[config.mk]
export PLATFORM = sky130hd
export DESIGN_NAME = serial_port_pad_mux
export DESIGN_NICKNAME = d
export VERILOG_FILES = /design/src/pad_mux_pkg.sv /design/src/pad_route_if.sv /design/src/pad_group_router.sv /design/src/serial_port_pad_mux.sv
export VERILOG_INCLUDE_DIRS = /design/src
export SDC_FILE = /design/constraint.sdc
export NUM_CORES = 1
export LEC_CHECK = 0
export ABC_AREA = 1
export ABC_CLOCK_PERIOD_IN_PS = 1400
export BUFFER_PORTS_ARGS = -buffer_cell sky130_fd_sc_hd__buf_2
export CAP_MARGIN = 20
export CORE_MARGIN = 2
export CORE_UTILIZATION = 39
export CTS_CLUSTER_SIZE = 25
export DETAILED_ROUTE_END_ITERATION = 7
export PLACE_DENSITY = 0.84
export SETUP_SLACK_MARGIN = 0.3
export SLEW_MARGIN = 20
export SYNTH_ARGS = -nofsm -noshare
export SYNTH_HDL_FRONTEND = slang
export SYNTH_SLANG_ARGS = --single-unit
[constraint.sdc]
create_clock -name mclk -period 1.4 [get_ports mclk]
set_clock_uncertainty 0.2 [all_clocks]
set_input_delay 0.14 -clock mclk [delete_from_list [all_inputs] [get_ports mclk]]
set_output_delay 0.14 -clock mclk [all_outputs]
set_load 0.005 [all_outputs]
[src/pad_mux_cfg.svh]
// Constants for the serial port pad routing: mode codes, pad slots and port numbers.
`ifndef PAD_MUX_CFG_SVH
`define PAD_MUX_CFG_SVH

// ****************************************************************
// Mode field codes
// ****************************************************************
`define MODE_SERIAL 2'h0
`define MODE_CARD 2'h2
`define MODE_RESET 2'h0

// ****************************************************************
// Pad slots within one six-pad port group
// ****************************************************************
`define PAD_COUNT 6
`define PAD_RX_CLOCK 0
`define PAD_RX_DATA 1
`define PAD_RX_FRAME_SYNC 2
`define PAD_TX_DATA 3
`define PAD_TX_CLOCK 4
`define PAD_TX_FRAME_SYNC 5

// ****************************************************************
// Port numbers
// ****************************************************************
`define PORT_COUNT 3
`define PORT_FIXED 0

`endif

[src/pad_mux_pkg.sv]
// Types shared by the serial port pad routing modules.
package pad_mux_pkg;
  typedef logic [5:0] pad_vec_t;
  typedef logic [1:0] mode_t;
endpackage

[src/pad_route_if.sv]
// Signals passed between the pad group top and one pad group router.
interface pad_route_if;
  import pad_mux_pkg::*;
  logic card_mode;
  pad_vec_t serial_out;
  pad_vec_t serial_oe;
  pad_vec_t card_out;
  pad_vec_t card_oe;
  pad_vec_t next_out;
  pad_vec_t next_oe;
  modport router (
    input card_mode,
    input serial_out,
    input serial_oe,
    input card_out,
    input card_oe,
    output next_out,
    output next_oe
  );
  modport top (
    output card_mode,
    output serial_out,
    output serial_oe,
    output card_out,
    output card_oe,
    input next_out,
    input next_oe
  );
endinterface

[src/pad_group_router.sv]
// Selects serial port or card controller drive for one six-pad group.
module pad_group_router
  import pad_mux_pkg::*;
(
  pad_route_if.router rt
);

  // Card routing keeps pad order command, data1, data2, clock, data0, data3.
  always_comb begin
    if (rt.card_mode) begin
      rt.next_out = rt.card_out;
      rt.next_oe = rt.card_oe;
    end else begin
      rt.next_out = rt.serial_out;
      rt.next_oe = rt.serial_oe;
    end
  end

endmodule // pad_group_router

[src/serial_port_pad_mux.sv]
// Pad routing and direction control for three serial port pad groups.
`include "pad_mux_cfg.svh"
module serial_port_pad_mux
  import pad_mux_pkg::*;
(
  input wire logic mclk,
  input wire logic reset,
  input wire logic outputs_off_n,
  input wire mode_t port1_mode,
  input wire mode_t port2_mode,
  input wire pad_vec_t port0_pad_in,
  output pad_vec_t port0_pad_out,
  output pad_vec_t port0_pad_oe,
  input wire pad_vec_t port0_serial_out,
  input wire pad_vec_t port0_serial_drive,
  output logic port0_rx_start,
  output logic port0_tx_start,
  input wire pad_vec_t port1_pad_in,
  output pad_vec_t port1_pad_out,
  output pad_vec_t port1_pad_oe,
  input wire pad_vec_t port1_serial_out,
  input wire pad_vec_t port1_serial_drive,
  input wire pad_vec_t card1_out,
  input wire pad_vec_t card1_drive,
  output logic port1_rx_start,
  output logic port1_tx_start,
  input wire pad_vec_t port2_pad_in,
  output pad_vec_t port2_pad_out,
  output pad_vec_t port2_pad_oe,
  input wire pad_vec_t port2_serial_out,
  input wire pad_vec_t port2_serial_drive,
  input wire pad_vec_t card2_out,
  input wire pad_vec_t card2_drive,
  output logic port2_rx_start,
  output logic port2_tx_start
);

  // ****************************************************************
  // Helpers
  // ****************************************************************

  // A frame sync pulse is recognised on its leading edge.
  function automatic logic leading_edge(input logic prev, input logic cur);
    leading_edge = cur & ~prev;
  endfunction

  // Serial direction: receive data and receive frame sync are input only,
  // transmit data drives only while the port says a transmission runs.
  function automatic pad_vec_t serial_dir(input pad_vec_t drive);
    serial_dir = drive;
    serial_dir[`PAD_RX_DATA] = 1'b0;
    serial_dir[`PAD_RX_FRAME_SYNC] = 1'b0;
  endfunction

  // ****************************************************************
  // Mode capture
  // ****************************************************************
  mode_t mode [`PORT_COUNT];
  mode_t next_mode [`PORT_COUNT];
  pad_vec_t pad_in [`PORT_COUNT];
  pad_vec_t ser_out [`PORT_COUNT];
  pad_vec_t ser_drive [`PORT_COUNT];
  pad_vec_t card_out [`PORT_COUNT];
  pad_vec_t card_drive [`PORT_COUNT];

  // Gather the per-port pins so that each group is handled by one loop.
  always_comb begin
    pad_in[0] = port0_pad_in;
    pad_in[1] = port1_pad_in;
    pad_in[2] = port2_pad_in;
    ser_out[0] = port0_serial_out;
    ser_out[1] = port1_serial_out;
    ser_out[2] = port2_serial_out;
    ser_drive[0] = port0_serial_drive;
    ser_drive[1] = port1_serial_drive;
    ser_drive[2] = port2_serial_drive;
    card_out[0] = '0;
    card_out[1] = card1_out;
    card_out[2] = card2_out;
    card_drive[0] = '0;
    card_drive[1] = card1_drive;
    card_drive[2] = card2_drive;
  end

  // Port zero has no card function, so its mode stays serial.
  always_comb begin
    next_mode[0] = `MODE_SERIAL;
    next_mode[1] = port1_mode;
    next_mode[2] = port2_mode;
  end

  // Reset returns all three groups to serial routing.
  always_ff @(posedge mclk) begin
    for (int p = 0; p < `PORT_COUNT; p++) begin
      if (reset) begin
        mode[p] <= `MODE_RESET;
      end else begin
        mode[p] <= next_mode[p];
      end
    end
  end

  // ****************************************************************
  // Routing and pad registers
  // ****************************************************************
  pad_vec_t pad_out [`PORT_COUNT];
  pad_vec_t pad_oe [`PORT_COUNT];
  pad_vec_t next_out [`PORT_COUNT];
  pad_vec_t next_oe [`PORT_COUNT];
  logic fs_prev_rx [`PORT_COUNT];
  logic fs_prev_tx [`PORT_COUNT];
  logic rx_start [`PORT_COUNT];
  logic tx_start [`PORT_COUNT];
  logic next_rx_start [`PORT_COUNT];
  logic next_tx_start [`PORT_COUNT];

  for (genvar p = 0; p < `PORT_COUNT; p++) begin : g_port
    pad_route_if rt ();
    pad_vec_t card_dir;

    // Card clock pad is always driven; the rest follow the card.
    always_comb begin
      card_dir = card_drive[p];
      card_dir[`PAD_TX_DATA] = 1'b1;
    end

    // Only code 10 selects the card; 01 and 11 stay serial.
    assign rt.card_mode = (mode[p] == `MODE_CARD);
    assign rt.serial_out = ser_out[p];
    // Serial transmit data drives only while transmitting.
    assign rt.serial_oe = serial_dir(ser_drive[p]);
    assign rt.card_out = card_out[p];
    assign rt.card_oe = card_dir;

    // Mode selects which function owns the pad group.
    pad_group_router u_router (
      .rt(rt.router)
    );

    // The global output disable overrides every driver.
    always_comb begin
      next_out[p] = rt.next_out;
      next_oe[p] = outputs_off_n ? rt.next_oe : '0;
    end

    // Frame sync leading edges are reported only in serial routing.
    always_comb begin
      next_rx_start[p] = ~rt.card_mode &
        leading_edge(fs_prev_rx[p], pad_in[p][`PAD_RX_FRAME_SYNC]);
      next_tx_start[p] = ~rt.card_mode &
        leading_edge(fs_prev_tx[p], pad_in[p][`PAD_TX_FRAME_SYNC]);
    end

    // Reset releases every pad, so all pads become inputs or hi-Z.
    always_ff @(posedge mclk) begin
      if (reset) begin
        pad_out[p] <= '0;
        pad_oe[p] <= '0;
        fs_prev_rx[p] <= 1'b0;
        fs_prev_tx[p] <= 1'b0;
        rx_start[p] <= 1'b0;
        tx_start[p] <= 1'b0;
      end else begin
        pad_out[p] <= next_out[p];
        pad_oe[p] <= next_oe[p];
        fs_prev_rx[p] <= pad_in[p][`PAD_RX_FRAME_SYNC];
        fs_prev_tx[p] <= pad_in[p][`PAD_TX_FRAME_SYNC];
        rx_start[p] <= next_rx_start[p];
        tx_start[p] <= next_tx_start[p];
      end
    end
  end

  // Every output below is a flip-flop.
  assign port0_pad_out = pad_out[0];
  assign port0_pad_oe = pad_oe[0];
  assign port1_pad_out = pad_out[1];
  assign port1_pad_oe = pad_oe[1];
  assign port2_pad_out = pad_out[2];
  assign port2_pad_oe = pad_oe[2];
  assign port0_rx_start = rx_start[0];
  assign port0_tx_start = tx_start[0];
  assign port1_rx_start = rx_start[1];
  assign port1_tx_start = tx_start[1];
  assign port2_rx_start = rx_start[2];
  assign port2_tx_start = tx_start[2];

  // ****************************************************************
  // Checks
  // ****************************************************************

  // Serial routing copies serial output.
  // The first edge after reset still shows the cleared pads, so it is skipped.
  a_port1_serial_route: assert property (@(posedge mclk) disable iff (reset)
    (!$past(reset) && $past(mode[1]) == `MODE_SERIAL) |->
      (port1_pad_out == $past(port1_serial_out)))
    else $error("port one serial routing wrong");

  a_port1_card_route: assert property (@(posedge mclk) disable iff (reset)
    (!$past(reset) && $past(mode[1]) == `MODE_CARD) |-> (port1_pad_out == $past(card1_out)))
    else $error("port one card routing wrong");

  a_port2_serial_route: assert property (@(posedge mclk) disable iff (reset)
    (!$past(reset) && $past(mode[2]) == `MODE_SERIAL) |->
      (port2_pad_out == $past(port2_serial_out)))
    else $error("port two serial routing wrong");

  a_port2_card_route: assert property (@(posedge mclk) disable iff (reset)
    (!$past(reset) && $past(mode[2]) == `MODE_CARD && $past(outputs_off_n)) |->
      (port2_pad_out == $past(card2_out) && port2_pad_oe[0] == $past(card2_drive[0])))
    else $error("port two card routing wrong");

  // Card clock pad driven in card mode.
  a_card_clock_out: assert property (@(posedge mclk) disable iff (reset)
    ($past(mode[1]) == `MODE_CARD && $past(outputs_off_n)) |-> port1_pad_oe[3])
    else $error("card clock pad not driven");

  // Idle or disabled transmit data stays hi-Z.
  // Each port is judged by its own transmit request, never by another port's.
  a_tx_data_idle: assert property (@(posedge mclk) disable iff (reset)
    ((!$past(outputs_off_n)) || ($past(mode[2]) != `MODE_CARD &&
      !$past(port2_serial_drive[3]))) |-> !port2_pad_oe[3])
    else $error("transmit data driven while idle or off");

  a_port0_tx_idle: assert property (@(posedge mclk) disable iff (reset)
    (!$past(outputs_off_n) || !$past(port0_serial_drive[3])) |-> !port0_pad_oe[3])
    else $error("port zero transmit data driven while idle or off");

  // First cycle after reset every pad is undriven.
  a_reset_inputs: assert property (@(posedge mclk) disable iff (reset)
    $past(reset) |-> (port0_pad_oe == '0 && port1_pad_oe == '0 && port2_pad_oe == '0))
    else $error("pad driven right after reset");

  // Receive clock, frame sync and transmit data pads hi-Z at reset.
  a_reset_tristate: assert property (@(posedge mclk) disable iff (reset)
    $past(reset) |-> !port0_pad_oe[0] && !port0_pad_oe[2] && !port1_pad_oe[3] &&
      !port2_pad_oe[3])
    else $error("reset pad not hi-Z");

  // Receive frame sync edge yields one start pulse.
  a_rx_start_pulse: assert property (@(posedge mclk) disable iff (reset)
    (!$past(reset) && !$past(reset, 2) && $past(port1_pad_in[2]) &&
      !$past(port1_pad_in[2], 2) &&
      $past(mode[1]) != `MODE_CARD) |-> port1_rx_start ##1 !port1_rx_start || $past(port1_pad_in[2]) == 1'b0)
    else $error("receive start pulse missing");

  a_reserved_serial: assert property (@(posedge mclk) disable iff (reset)
    (!$past(reset) && ($past(mode[1]) == 2'h1 || $past(mode[1]) == 2'h3)) |->
      (port1_pad_out == $past(port1_serial_out)))
    else $error("reserved mode left serial routing");

endmodule // serial_port_pad_mux

==> results.toml <==
[outcome]
status = "complete, but fails checks"
violations = "hold timing"

[floorplan]
num_io_pins = 127
die_w_microns = 70.4
start_util_pct = 40.0
rows = 24
die_area_sq_um = 4960
core_sq_um = 4290
die_h_microns = 70.4

[sta]
rsz0062_at_grt = "yes"
finalHoldViolCount = 4
setup_ws_ps = 326
tns_ps = 0
slew_viol_final = 0
finalCritPeriodShare_pct = 76.7
setup_viol = 0
fmax_ghz = 0.931
period_needed_ps = 1070
whs_ps = -77.0

[setup_path]
path_cells = "buf_2"
cp-start-kind = "flip-flop"
critPathCaptureType = "output port"
worstSetupPathType = "reg -> out"
cp.arrival_ps = 730
critPathRequiredTime_ps = 1060
critical_path_buf_inv_count = 1
crit_path_max_incr_delay_ps = 320
path_max_fanout = 1
critPathSlowestCell = "dfxtp_2"
crit_family = "flip-flops"

[flow_run]
max_cap_violations = 0

[power]
peakVddDrop_mv = 0.532
p_sw_uw = 667
seq_power_share_pct = 53.3
swShare_pct = 23.3
clkPwrFrac_pct = 29.4
intPower_uw = 2190
power.density_nw_per_um2 = 927
p_comb_share_pct = 17.3
power_leakage_uw = 0.00171

[finish]
antenna_cells = 0
final_core_util_pct = 71.9
nets = 475
drive_gt1_share_pct = 35.8
fillers = 310
instances_no_fill = 443
final_area_sq_um = 3090
syn2layout_area_growth_pct = 79.5

[global_route]
antenna_found_initial = 0
grt_max_degree = 15
grt_overflow_total = 0
grtUsageTotal_pct = 21.9
grt_pass1_wl_microns = 8470
grt_pass1_vias = 1979

[clock_network]
numCtsBuffers = 5
cts_sinks = 50
cts-root-buf = "clkbuf_8"
worstSkewPairLatency_ps = 290
cts.clk_slew.worst_paths_ps = 80
cts_max_level = 2
cts_tree = "yes"
clk_path_buf_depth = 2
postCtsHoldBufs = 62

[logic_synthesis]
yosysWarningCount = 0
synth_seq_area_share_pct = 58.2
syn_area_per_cell_sq_um = 7.89
ys_ff_latch = 50
ys_types = 14
syn_area_sq_um = 1720
syn_inst = 218

[routing]
vias_per_cell = 4.33
first_pass_iters = 4
wire_per_inst_microns = 11.9
num_vias = 1920
drcViolationCount = 0
ant_nets = 0
drt_wl_total_microns = 5250
detail_route.iter0.violations = 58

[place]
finalWeightedCongestion = 0.727
place.port_buffers = 104
place_hpwl_microns = 2810
post-place-cells = 371
dp_slack_ps = 213
place_area_sq_um = 2280

[hold_path]
hold_path_class = "in -> reg"
metal layers:
metal  share of wire (%)  wire, microns  track usage [%]
met5                   0              0                0
met3                 5.7            297             5.77
met1                  38           2000             21.4
met4                 4.6            242             12.6
met2                  52           2720             40.8
repair_timing:
action                                 4_1_cts  5_1_grt
setup endpoints to repair                    6       18
gates resized for setup                      0       19
pin swaps                                    2        1
setup buffers                                2        0
endpoints found under the hold margin       50        4
cell usage after synthesis (all sizes together):
library cell | count | area, sq um
nand3 | 18 | 90.1
inv | 48 | 183
buf | 8 | 62.6
nor2 | 58 | 233
dfxtp | 50 | 1000
conb | 1 | 3.75
nor3 | 6 | 30.0
nand2 | 29 | 116
layout by cell type, fill, tap and decap left out:
cell type / synthesis / layout
nand2_1: 28 / 27
dfxtp_1: 50 / 39
nor2_4: 2 / 2
clkbuf_1: 0 / 1
buf_12: 0 / 2
nor2_1: 56 / 56
clkinv_2: 0 / 1
inv_4: 1 / 1
nand3_2: 0 / 2
buf_6: 2 / 5
buf_4: 4 / 4
nand2_4: 1 / 1
dlygate4sd3_1: 0 / 62
nand3_1: 18 / 16
nand2_2: 0 / 1
inv_1: 42 / 42
dfxtp_2: 0 / 11
clkbuf_8: 0 / 6
inv_2: 5 / 5
conb_1: 1 / 2
nor3_1: 6 / 6
buf_2: 2 / 99
metrics by stage:
step / total power (uW) / hold WS (ps)
2_1_floorplan: 1710 / 11.2
3_3_place_gp: 1860 / 138
3_5_place_dp: 1870 / 147
4_1_cts: 2860 / -82.5
5_1_grt: 3000 / -71.6
6_report: 2860 / -77.0
state kept, by name, indices dropped and copies added, names as in the netlist:
register and count:
tx_start 3, mode 4, fs_prev_tx 3, pad_oe 16, rx_start 3, pad_out 18
fs_prev_rx 3
cells by family (layout without fill, tap and decap cells):
group	count (synthesis)	count (layout)	synth area share [%]
buf+inv	56	228	14.3
other cells	1	2	0.218
flops	50	50	58.2
simple gates	111	111	27.3
power groups by stage:
| stage | clock network, uW | registers [uW] | logic [uW] |
|---|---|---|---|
| final | 841 | 1520 | 495 |
| after CTS | 870 | 1520 | 470 |
| after global routing | 923 | 1530 | 547 |
| after global placement | 0 | 1550 | 315 |
| after detailed placement | 0 | 1550 | 322 |
| after floorplan | 0 | 1560 | 146 |
area by class of cell:
class                      count  area [sq um]  share of cell area, %
clock buffer                   7          86.3                   2.80
clock inverter                 1          5.00                  0.162
inverter                      48           183                   5.92
multi-input combinational    113           489                   15.9
sequential                    50          1010                   32.9
tap                           52          65.1                   2.11
timing repair buffer         172          1240                   40.3
final timing paths:
check                startpoint         endpoint  slack, ps  depth (start not counted)
setup / recovery   pad_oe[2][3]  port2_pad_oe[3]        330                          1
hold reg to reg   fs_prev_tx[1]      tx_start[1]        190                          1
hold / removal    outputs_off_n     pad_oe[0][5]        -80                          3
setup reg to reg     mode[1][1]     pad_oe[1][2]        340                          5
No activity file was read; power rests on OpenSTA's default activity.
